[src/pkg/itr_pkg.sv]
package itr_pkg;

  // APB register byte offsets
  localparam logic [7:0] REG_CPU_PRIORITY_CONTROL = 8'h00;
  localparam logic [7:0] REG_ACT_ENABLE           = 8'h04;
  localparam logic [7:0] REG_DESCRIPTOR_MODE      = 8'h08;
  localparam logic [7:0] REG_DMA_CH_BASE          = 8'h10;
  localparam logic [7:0] REG_STATUS               = 8'h30;

  // cpu_priority_control field positions
  localparam int CPC_CPU_LVL_LSB  = 0;
  localparam int CPC_XFER_LVL_LSB = 4;
  localparam int CPC_AUTO_BIT     = 8;
  localparam int CPC_GATE_BIT     = 9;

  // dma_channel_control field positions
  localparam int DCC_SRC_LSB      = 0;
  localparam int DCC_LVL_LSB      = 8;
  localparam int DCC_FACT_LO_BIT  = 12;
  localparam int DCC_FACT_HI_BIT  = 13;
  localparam int DCC_CLR_EN_BIT   = 14;
  localparam int DCC_CH_EN_BIT    = 15;

  // Reset values and fixed levels
  localparam logic [2:0]  LVL_RESET  = 3'h0;
  localparam logic [2:0]  LVL_NMI    = 3'h7;
  localparam logic [31:0] REG_RESET  = 32'h0;

  // Interrupt control modes
  typedef enum logic [1:0]
  {
    ITR_MODE0 = 2'b00,
    ITR_MODE2 = 2'b10
  } itr_mode_t;

endpackage : itr_pkg

[src/verilog/itr_route.sv]
// Function
// - DMA channel with enable, clear enable and factor bits 10 claims its source exclusively
// - Unclaimed source: activation bit picks unit or CPU
// - Irq-select set: clear enable, interrupt CPU
// - Count reaches zero: clear enable, interrupt CPU
// - DMA off/enable off: CPU only; src_clear_out stays low
// - Unit only: source cleared by transfer
// - Unit and CPU share; flag stays set
// - Unit sources picked by fixed priority
// - Shared source: transfer before CPU exception
// - Gating only while gate enable is set
// - Unit held while CPU level exceeds it
// - DMA channel held when below CPU level
// - One unit priority level for all sources
// - Auto-assign tracks CPU mask, else software
// - Mode 0: mask bit into top bit
// - Mode 2: extended mask copied directly
// - CPU level writes ignored while auto-assign set
// - Serial/converter source cleared by data access when DMA-claimed or unit-only
// - Mode 2 acceptance rewrites mask; NMI seven
module itr_route
  import itr_pkg::*;
#(
  parameter int NSRC = 16,
  parameter int NCH  = 4,
  parameter int SW   = 4
)
(
  // Clock and reset
  input  wire logic             mclk_in,
  input  wire logic             srst_in,
  // APB slave
  input  wire logic             psel_in,
  input  wire logic             penable_in,
  input  wire logic             pwrite_in,
  input  wire logic [7:0]       paddr_in,
  input  wire logic [31:0]      pwdata_in,
  output logic      [31:0]      prdata_out,
  output logic                  pready_out,
  output logic                  pslverr_out,
  // Interrupt sources and CPU state
  input  wire logic [NSRC-1:0]  src_req_in,
  input  wire logic [NSRC-1:0]  src_data_access_in,
  input  wire logic [1:0]       irq_mode_in,
  input  wire logic             cpu_mask_bit_in,
  input  wire logic [2:0]       extended_mask_level_in,
  // Transfer unit completion
  input  wire logic             xfer_done_in,
  input  wire logic [SW-1:0]    xfer_src_in,
  input  wire logic             xfer_count_zero_in,
  // Routed requests
  output logic [NSRC-1:0]       cpu_irq_out,
  output logic                  xfer_start_out,
  output logic [SW-1:0]         xfer_src_out,
  output logic [NCH-1:0]        dma_req_out,
  output logic [NSRC-1:0]       src_clear_out
);

  // Software-visible state
  logic [2:0]      cpu_priority_level;
  logic [2:0]      transfer_priority_level;
  logic            priority_auto_assign;
  logic            priority_gate_enable;
  logic [NSRC-1:0] transfer_activation_enable;
  logic [NSRC-1:0] cpu_irq_select;
  logic [31:0]     dma_channel_control [NCH];

  // Derived routing
  logic [NSRC-1:0] dma_claim;
  logic [NSRC-1:0] xfer_pend;
  logic            xfer_gate_ok;
  logic [NCH-1:0]  ch_gate_ok;
  logic [2:0]      auto_level;
  logic            busy;
  logic [NSRC-1:0] cpu_hold;
  logic            wr_en;
  logic            rd_en;
  logic [31:0]     next_prdata;
  logic            next_slverr;
  logic [SW-1:0]   pick;
  logic            pick_valid;

  // Channel field decode, used in several places
  function automatic logic ch_active(input logic [31:0] c);
    ch_active = c[DCC_CH_EN_BIT] & c[DCC_FACT_HI_BIT] & ~c[DCC_FACT_LO_BIT]
                & c[DCC_CLR_EN_BIT];
  endfunction : ch_active

  assign wr_en = psel_in & penable_in & pwrite_in & pready_out;
  assign rd_en = psel_in & ~penable_in & ~pwrite_in;

  // Claim mask from active channels
  always_comb
  begin
    dma_claim = '0;
    for (int c = 0; c < NCH; c++)
    begin
      if (ch_active(dma_channel_control[c]))
      begin
        dma_claim[dma_channel_control[c][DCC_SRC_LSB +: SW]] = 1'b1;
      end
    end
  end

  // Auto level follows mask; mode 2 acceptance already updated the mask
  always_comb
  begin
    if (irq_mode_in == ITR_MODE2)
    begin
      auto_level = extended_mask_level_in;
    end
    else
    begin
      auto_level = {cpu_mask_bit_in, 2'b00};
    end
  end

  // Combinational gate, so a hold lifts on the next edge
  assign xfer_gate_ok = ~priority_gate_enable
                        | (cpu_priority_level <= transfer_priority_level);

  // Equal levels let the channel keep running
  generate
    for (genvar g = 0; g < NCH; g++)
    begin : g_ch
      assign ch_gate_ok[g] = ~priority_gate_enable
        | (dma_channel_control[g][DCC_LVL_LSB +: 3] >= cpu_priority_level);
    end
  endgenerate

  // A flag being cleared still reads set for one more edge; masking it
  // keeps one request from starting a second transfer
  assign xfer_pend = src_req_in & ~dma_claim & transfer_activation_enable
                     & ~src_clear_out;

  // Fixed priority: lowest source number wins, levels ignored
  always_comb
  begin
    pick       = '0;
    pick_valid = 1'b0;
    for (int s = NSRC - 1; s >= 0; s--)
    begin
      if (xfer_pend[s])
      begin
        pick       = SW'(s);
        pick_valid = 1'b1;
      end
    end
  end

  // A set enable keeps the CPU off the source: unit-only sources reach it only after
  // count zero clears the enable, shared ones wait until the transfer clears the enable
  assign cpu_hold = transfer_activation_enable;

  // CPU priority control register
  always_ff @(posedge mclk_in)
  begin
    if (srst_in)
    begin
      cpu_priority_level      <= LVL_RESET;
      transfer_priority_level <= LVL_RESET;
      priority_auto_assign    <= 1'b0;
      priority_gate_enable    <= 1'b0;
    end
    else
    begin
      if (wr_en && paddr_in == REG_CPU_PRIORITY_CONTROL)
      begin
        transfer_priority_level <= pwdata_in[CPC_XFER_LVL_LSB +: 3];
        priority_auto_assign    <= pwdata_in[CPC_AUTO_BIT];
        priority_gate_enable    <= pwdata_in[CPC_GATE_BIT];
      end
      // Tracking beats a software write of the level in the same cycle
      if (priority_auto_assign)
      begin
        cpu_priority_level <= auto_level;
      end
      else if (wr_en && paddr_in == REG_CPU_PRIORITY_CONTROL)
      begin
        cpu_priority_level <= pwdata_in[CPC_CPU_LVL_LSB +: 3];
      end
    end
  end

  // Activation enables; completion clear beats a software write
  always_ff @(posedge mclk_in)
  begin
    if (srst_in)
    begin
      transfer_activation_enable <= '0;
      cpu_irq_select             <= '0;
    end
    else
    begin
      if (wr_en && paddr_in == REG_ACT_ENABLE)
      begin
        transfer_activation_enable <= pwdata_in[NSRC-1:0];
      end
      if (wr_en && paddr_in == REG_DESCRIPTOR_MODE)
      begin
        cpu_irq_select <= pwdata_in[NSRC-1:0];
      end
      if (xfer_done_in && (cpu_irq_select[xfer_src_in] || xfer_count_zero_in))
      begin
        transfer_activation_enable[xfer_src_in] <= 1'b0;
      end
    end
  end

  // DMA channel control registers
  always_ff @(posedge mclk_in)
  begin
    if (srst_in)
    begin
      for (int c = 0; c < NCH; c++)
      begin
        dma_channel_control[c] <= REG_RESET;
      end
    end
    else
    begin
      for (int c = 0; c < NCH; c++)
      begin
        if (wr_en && paddr_in == REG_DMA_CH_BASE + 8'(4 * c))
        begin
          dma_channel_control[c] <= pwdata_in;
        end
      end
    end
  end

  // Transfer unit start, one request in flight
  always_ff @(posedge mclk_in)
  begin
    if (srst_in)
    begin
      busy           <= 1'b0;
      xfer_start_out <= 1'b0;
      xfer_src_out   <= '0;
    end
    else
    begin
      xfer_start_out <= 1'b0;
      // Done is served first, so a start never meets a done
      if (xfer_done_in)
      begin
        busy <= 1'b0;
      end
      else if (!busy && pick_valid && xfer_gate_ok)
      begin
        busy           <= 1'b1;
        xfer_start_out <= 1'b1;
        xfer_src_out   <= pick;
      end
    end
  end

  // CPU requests, DMA requests and source clears
  always_ff @(posedge mclk_in)
  begin
    if (srst_in)
    begin
      cpu_irq_out   <= '0;
      dma_req_out   <= '0;
      src_clear_out <= '0;
    end
    else
    begin
      // CPU gets unclaimed sources that no unit route holds
      cpu_irq_out <= src_req_in & ~dma_claim & ~cpu_hold;
      for (int c = 0; c < NCH; c++)
      begin
        dma_req_out[c] <= ch_active(dma_channel_control[c]) & ch_gate_ok[c]
          & src_req_in[dma_channel_control[c][DCC_SRC_LSB +: SW]];
      end
      // Cleared only by a claiming DMA or a unit-only route
      src_clear_out <= src_data_access_in
        & (dma_claim | (transfer_activation_enable & ~cpu_irq_select));
    end
  end

  // APB read mux and unmapped error
  always_comb
  begin
    next_prdata = '0;
    next_slverr = 1'b0;
    unique case (paddr_in)
      REG_CPU_PRIORITY_CONTROL:
      begin
        next_prdata[CPC_CPU_LVL_LSB +: 3]  = cpu_priority_level;
        next_prdata[CPC_XFER_LVL_LSB +: 3] = transfer_priority_level;
        next_prdata[CPC_AUTO_BIT]          = priority_auto_assign;
        next_prdata[CPC_GATE_BIT]          = priority_gate_enable;
      end
      REG_ACT_ENABLE:      next_prdata[NSRC-1:0] = transfer_activation_enable;
      REG_DESCRIPTOR_MODE: next_prdata[NSRC-1:0] = cpu_irq_select;
      // Live routing state, read-only
      REG_STATUS:
      begin
        next_prdata[NSRC-1:0] = dma_claim;
        next_prdata[16]       = busy;
        next_prdata[17]       = xfer_gate_ok;
        next_prdata[24 +: NCH] = ch_gate_ok;
      end
      default:
      begin
        next_slverr = 1'b1;
        for (int c = 0; c < NCH; c++)
        begin
          if (paddr_in == REG_DMA_CH_BASE + 8'(4 * c))
          begin
            next_prdata = dma_channel_control[c];
            next_slverr = 1'b0;
          end
        end
      end
    endcase
  end

  // Ready in access phase: one wait-free access cycle
  always_ff @(posedge mclk_in)
  begin
    if (srst_in)
    begin
      pready_out  <= 1'b0;
      pslverr_out <= 1'b0;
      prdata_out  <= '0;
    end
    else
    begin
      pready_out  <= psel_in & ~penable_in;
      pslverr_out <= psel_in & ~penable_in & next_slverr;
      if (rd_en)
      begin
        prdata_out <= next_prdata;
      end
    end
  end

endmodule : itr_route

[config.mk]
export PLATFORM = sky130hd
export DESIGN_NAME = itr_route
export DESIGN_NICKNAME = d
export VERILOG_FILES = /design/src/pkg/itr_pkg.sv /design/src/verilog/itr_route.sv
export SDC_FILE = /design/constraint.sdc
export NUM_CORES = 1
export LEC_CHECK = 0
export BUFFER_PORTS_ARGS = -buffer_cell sky130_fd_sc_hd__buf_2
export CORE_MARGIN = 2
export CORE_UTILIZATION = 25
export DETAILED_ROUTE_END_ITERATION = 16
export GPL_ROUTABILITY_DRIVEN = 0
export PLACE_DENSITY = 0.47
export SYNTH_ARGS = -nofsm -noshare
export SYNTH_HDL_FRONTEND = slang
export SYNTH_SLANG_ARGS = --single-unit
[constraint.sdc]
create_clock -name mclk_in -period 3.09 [get_ports mclk_in]
set_input_delay 0.309 -clock mclk_in [delete_from_list [all_inputs] [get_ports mclk_in]]
set_output_delay 0.309 -clock mclk_in [all_outputs]
set_load 0.05 [all_outputs]
Word level (Yosys, flattened, before mapping)
Memory sizes are Yosys's and may differ from the RTL's.
Cells that the tools add are included.
{ "totals": {"reg_bits": 116, "rom_bits": 0, "out_inout_bits": 75, "memories": 1, "latchBits": 0, "ram_bits": 128, "elab_cells": 221, "inputBits": 89} }
{ "classes": {"shift": 0, "n_mux": 100, "reduce_logical": 23, "bitwise_logic": 59, "multipliers": 0, "magnitude_cmp": 15, "n_eq_ne": 8, "div": 0, "add_sub_neg": 0} }
{ "mem_list": {"columns": ["name", "words", "width", "read_ports", "rd_clocked_by_memory_dff", "wr", "line", "text"], "rows": [
  ["dma_channel_control", 4, 32, 4, 0, 4, "itr_route.sv:66", "logic [31:0] dma_channel_control [NCH];"]
]} }
{ "ops": {"columns": ["cell", "n"], "rows": [
  ["$mux W32", 8],
  ["$and A16 B16 Y16", 7],
  ["$mux W16", 7],
  ["$not A16 Y16", 5],
  ["$mux W4", 17],
  ["$or A16 B16 Y16", 4],
  ["$mux W1", 46],
  ["$eq A8 B5 Y1 const B", 4],
  ["$and A1 B1 Y1", 26],
  ["$lt A4 B5 Y1 const B", 5],
  ["$pmux W3 S4", 2],
  ["$pmux W6 S4", 1],
  ["$bmux W1 S4", 5],
  ["$demux W1 S4", 5],
  ["$ge A4 B1 Y1 const B", 5],
  ["$logic_and A1 B1 Y1", 15],
  ["$ge A3 B3 Y1", 4],
  ["$mux W3", 3],
  ["$or A1 B1 Y1", 9],
  ["$eq A8 B3 Y1 const B", 1],
  ["$eq A8 B4 Y1 const B", 1],
  ["$eq A8 B6 Y1 const B", 1],
  ["$logic_not A8 Y1", 1],
  ["$not A1 Y1", 8],
  ["14 further kinds", 15]
]} }

Logic depth before layout (Yosys ltp)
{ "depth": {"ltp_word": 34, "ltp_mapped": 10, "depth_no_buf": 10} }

Worst setup path after synthesis
OpenSTA, ideal clock, no wires.
{ "synth_path": {"kind": "input port to flip-flop", "startpoint": "input paddr_in[3]", "endpoint": "memory dma_channel_control[0][0] (enable)", "path_stages": 6, "path_buffers": 2, "required_time_ps": 2702, "arrival_time_ps": 2306, "setup_ps": 388, "slack_ps": 396, "path_cell_list": "nor4_1 nand2_1 nor2_1 buf_2 buf_1 a21o_1"} }
{ "synth_lines": {"columns": ["item", "line", "text"], "rows": [
  ["start, declared", "itr_route.sv:36", "input wire logic [7:0] paddr_in,"],
  ["end, declared", "itr_route.sv:66", null]
]} }

==> metrics.md <==
| Metric | Value |
|---|---|
| Synth Warn # | 0 |
| FF-to-FF path depth | 8 |
| Worst-skew pair later-pin latency | 0.58 ns |
| CP Launch Type | register |
| Status | completed |
| Synth top area cells | edfxtp_1 (31%), dfxtp_1 (19%), and2_1 (6.6%) |
| EDFF count, synth | 128 |
| Gr usage total | 0.192 |
| PwrDens | 503 mW/mm2 |
| Syn_area_per_cell | 10.6 um2 |
| Synth area leader | edfxtp_1 |
| Worst-path clk slew | 0.06 ns |
| I/O Pins | 164 |
| FILL cells | 5105 |
| Most Crowded Layer GR | met2 |
| Clock buffer depth | 3 |
| TritonRoute pass-1 iters | 5 |
| Min-delay worst type | in2reg |
| # DRC | 0 |
| Layout cells sized above 1 | 0.251 |
| Total inserted antenna cells | 0 |
| Hold path cells | 3 |
| Met2 usage | 0.292 |
| DPL Wire Length | 36500 um |
| Mapped Area | 0.0124 mm2 |
| Die area | 0.0512 mm2 |
| Initial antenna violation count | 6 |
| Core region area | 0.0488 mm2 |
| Tot Pwr | 7.73 mW |
| Hold WS | 0.0179 ns |
| Final WL | 49900 um |
| Cts bufs inserted | 29 |
| Final hold viol count | 0 |
| Met3 Use GR | 0.0430 |
| Fin Setup TNS | 0 ns |
| Max-Cap Viols | 0 |
| Synth cell types | 81 |
| CTS tree | done |
| Row cnt | 81 |
| Final Cycle Share | 0.913 |
| Crit. End Element | register |
| First-pass GRT wire length | 71800 um |
| Post-route minimum period | 2.82 ns |
| Commonest non-fill, non-tap cell in the layout | buf_2 |
| DR WL/cell | 24.5 um |
| Max Transition Viols Final | 0 |
| Sequential area share after synthesis | 0.499 |
| CTS H-tree depth | 1 |
| FFs w/ async S/R, synth | 0 |
| Die height | 226 um |
| Cts repair resizes | 0 |
| Synthesized instance count | 1161 |
| Largest net degree at the start of global routing | 65 |
| 1st-iter DRT viols | 1158 |
| Area occupied by multi-input gates | 0.00576 mm2 |
| Syn-to-layout area delta | 24.4% |
| Clock sink total | 244 |
| Synth top area share | 0.311 |
| Worst R2R End | xfer_src_out[3] |
| Final antenna-violating net count | 0 |
| Leak | 5.80 nW |
| Net Count, Synth | 1265 |
| Slew @ Worst Pin | 1.05 ns |
| Worst Hold Path EP | cpu_irq_select[14] |
| Crit path DAT | 3.26 ns |
| Min-Delay Startpoint | pwdata_in[14] |
| Fmax | 355 MHz |
| CP Max Fanout | 8 |
| Die X | 226 um |
| RSZ-0062 raised after global routing | false |
| Final #Nets | 1456 |
| Slew HR | 0.296 |
| Aggregate global routing overflow | 0 |
| Via count | 10600 |
| Peak VDD IR | 0.359 mV |
| Most frequent cells in the layout | buf_2 (162), and2_1 (130), edfxtp_1 (128) |
| Root buf cell | clkbuf_16 |
| Setup CP Type | reg2reg |
| Avg Vias per Cell | 5.21 |
| PortBufs | 163 |
| Starting Density | 0.253 |
| Worst Skew | 0.0119 ns |
| Met1 Use GR | 0.271 |
| Setup violations, final | 0 |
| Primary FF master, synth | edfxtp_1 |
| Synth Register Bits | 244 |
| Vias in the first global route | 10200 |
| Reg area | 0.00617 mm2 |
| R2R setup slack | 0.27 ns |
| Worst flop-to-flop path startpoint | dma_channel_control[1][2] |
| Final Core Density | 0.315 |
| CP Data Required Time | 3.53 ns |
## sequential cells by signal (all words and copies together) (netlist names)
signal                   cells
priority_auto_assign         1
cpu_irq_out                 16
xfer_start_out               1
cpu_hold                    16
dma_channel_control        128
priority_gate_enable         1
busy                         1
cpu_priority_level           3
pslverr_out                  1
transfer_priority_level      3
xfer_src_out                 4
prdata_out                  32
pready_out                   1
src_clear_out               16
cpu_irq_select              16
dma_req_out                  4
## synthesized netlist by cell type, drive strengths merged, types with 4 or more instances
cell	count
and2	130
edfxtp	128
dfxtp	116
nand2	107
nor2	82
a21oi	61
clkbuf	55
inv	33
o21ai	29
a221oi	28
mux4	25
buf	24
nor3	24
a311oi	23
a22oi	16
mux2	16
nand3b	16
o22ai	16
a211oi	15
a222oi	15
ha	15
nand4b	14
and3	13
nand3	13
nand4bb	12
nor4	12
a22o	11
nor4b	11
nand2b	10
nor2b	9
nor3b	9
and3b	8
a2111oi	6
mux2i	6
a211o	5
a21boi	5
a21o	5
or2	5
a31oi	4
and4b	4
nand4	4
## worst max-delay path by stage
stage | to | start | cells after the start | slack [ns]
after global routing | xfer_src_out[3] | dma_channel_control[1][2] | 8 | 0.10
final | xfer_src_out[3] | dma_channel_control[1][2] | 8 | 0.27
after CTS | xfer_src_out[3] | dma_channel_control[1][2] | 8 | 0.34
after floorplan | dma_channel_control[0][0] | paddr_in[3] | 6 | 0.40
after detailed placement | xfer_src_out[3] | dma_channel_control[1][2] | 8 | 0.35
after global placement | xfer_src_out[3] | dma_channel_control[1][2] | 8 | 0.35
## area by class of cell
cell class                      count  share of cell area
Sequential cell                   244               0.401
Multi-Input combinational cell    805               0.375
Timing Repair Buffer              239              0.0965
Tap cell                          664              0.0541
Clock buffer                       36              0.0529
Clock inverter                     18              0.0125
Inverter                           33             0.00806
## critical path, stage by stage (launching register included)
cell	delay, ns
edfxtp_1	0.47
nand4bb_1	0.56
nor4b_2	0.54
a2111oi_2	0.12
nor2_1	0.21
nand3_2	0.14
o31ai_4	0.37
mux2i_1	0.24
nor2_1	0.05
## per-layer routing
metal | vias up | part of all wire
met5 | - | 0.0011
met1 | 5233 | 0.45
met3 | 100 | 0.086
met4 | 10 | 0.034
li1 | 4761 | -
met2 | 521 | 0.43
## repair_timing
item,in CTS,in global routing
buffers inserted,0,0
hold buffers,18,0
endpoints found under the hold margin,18,0
## power by group
part	switching, mW	internal [mW]	total (mW)
Combinational	0.408	0.198	0.606
Sequential	0.0535	3.48	3.53
Clock	1.46	2.13	3.59
## logic make-up (layout without fill, tap and decap cells)
group	after synthesis	after routing	share of synthesized area
compound gates	249	249	0.149
buf+inv	112	326	0.0377
simple gates	494	494	0.233
fa+ha+maj	15	15	0.0152
flops	244	244	0.499
mux	47	47	0.0662
## metrics by stage
stage               std cells  setup WS (ns)  instance area, um2
floorplan                1161          0.396               12400
global placement         1967          0.354               14200
detailed placement       1967          0.353               14200
CTS                      2039          0.344               15400
global route             2039          0.104               15400
finish                   2039          0.270               15400
Power figures use the tool's default switching activity.
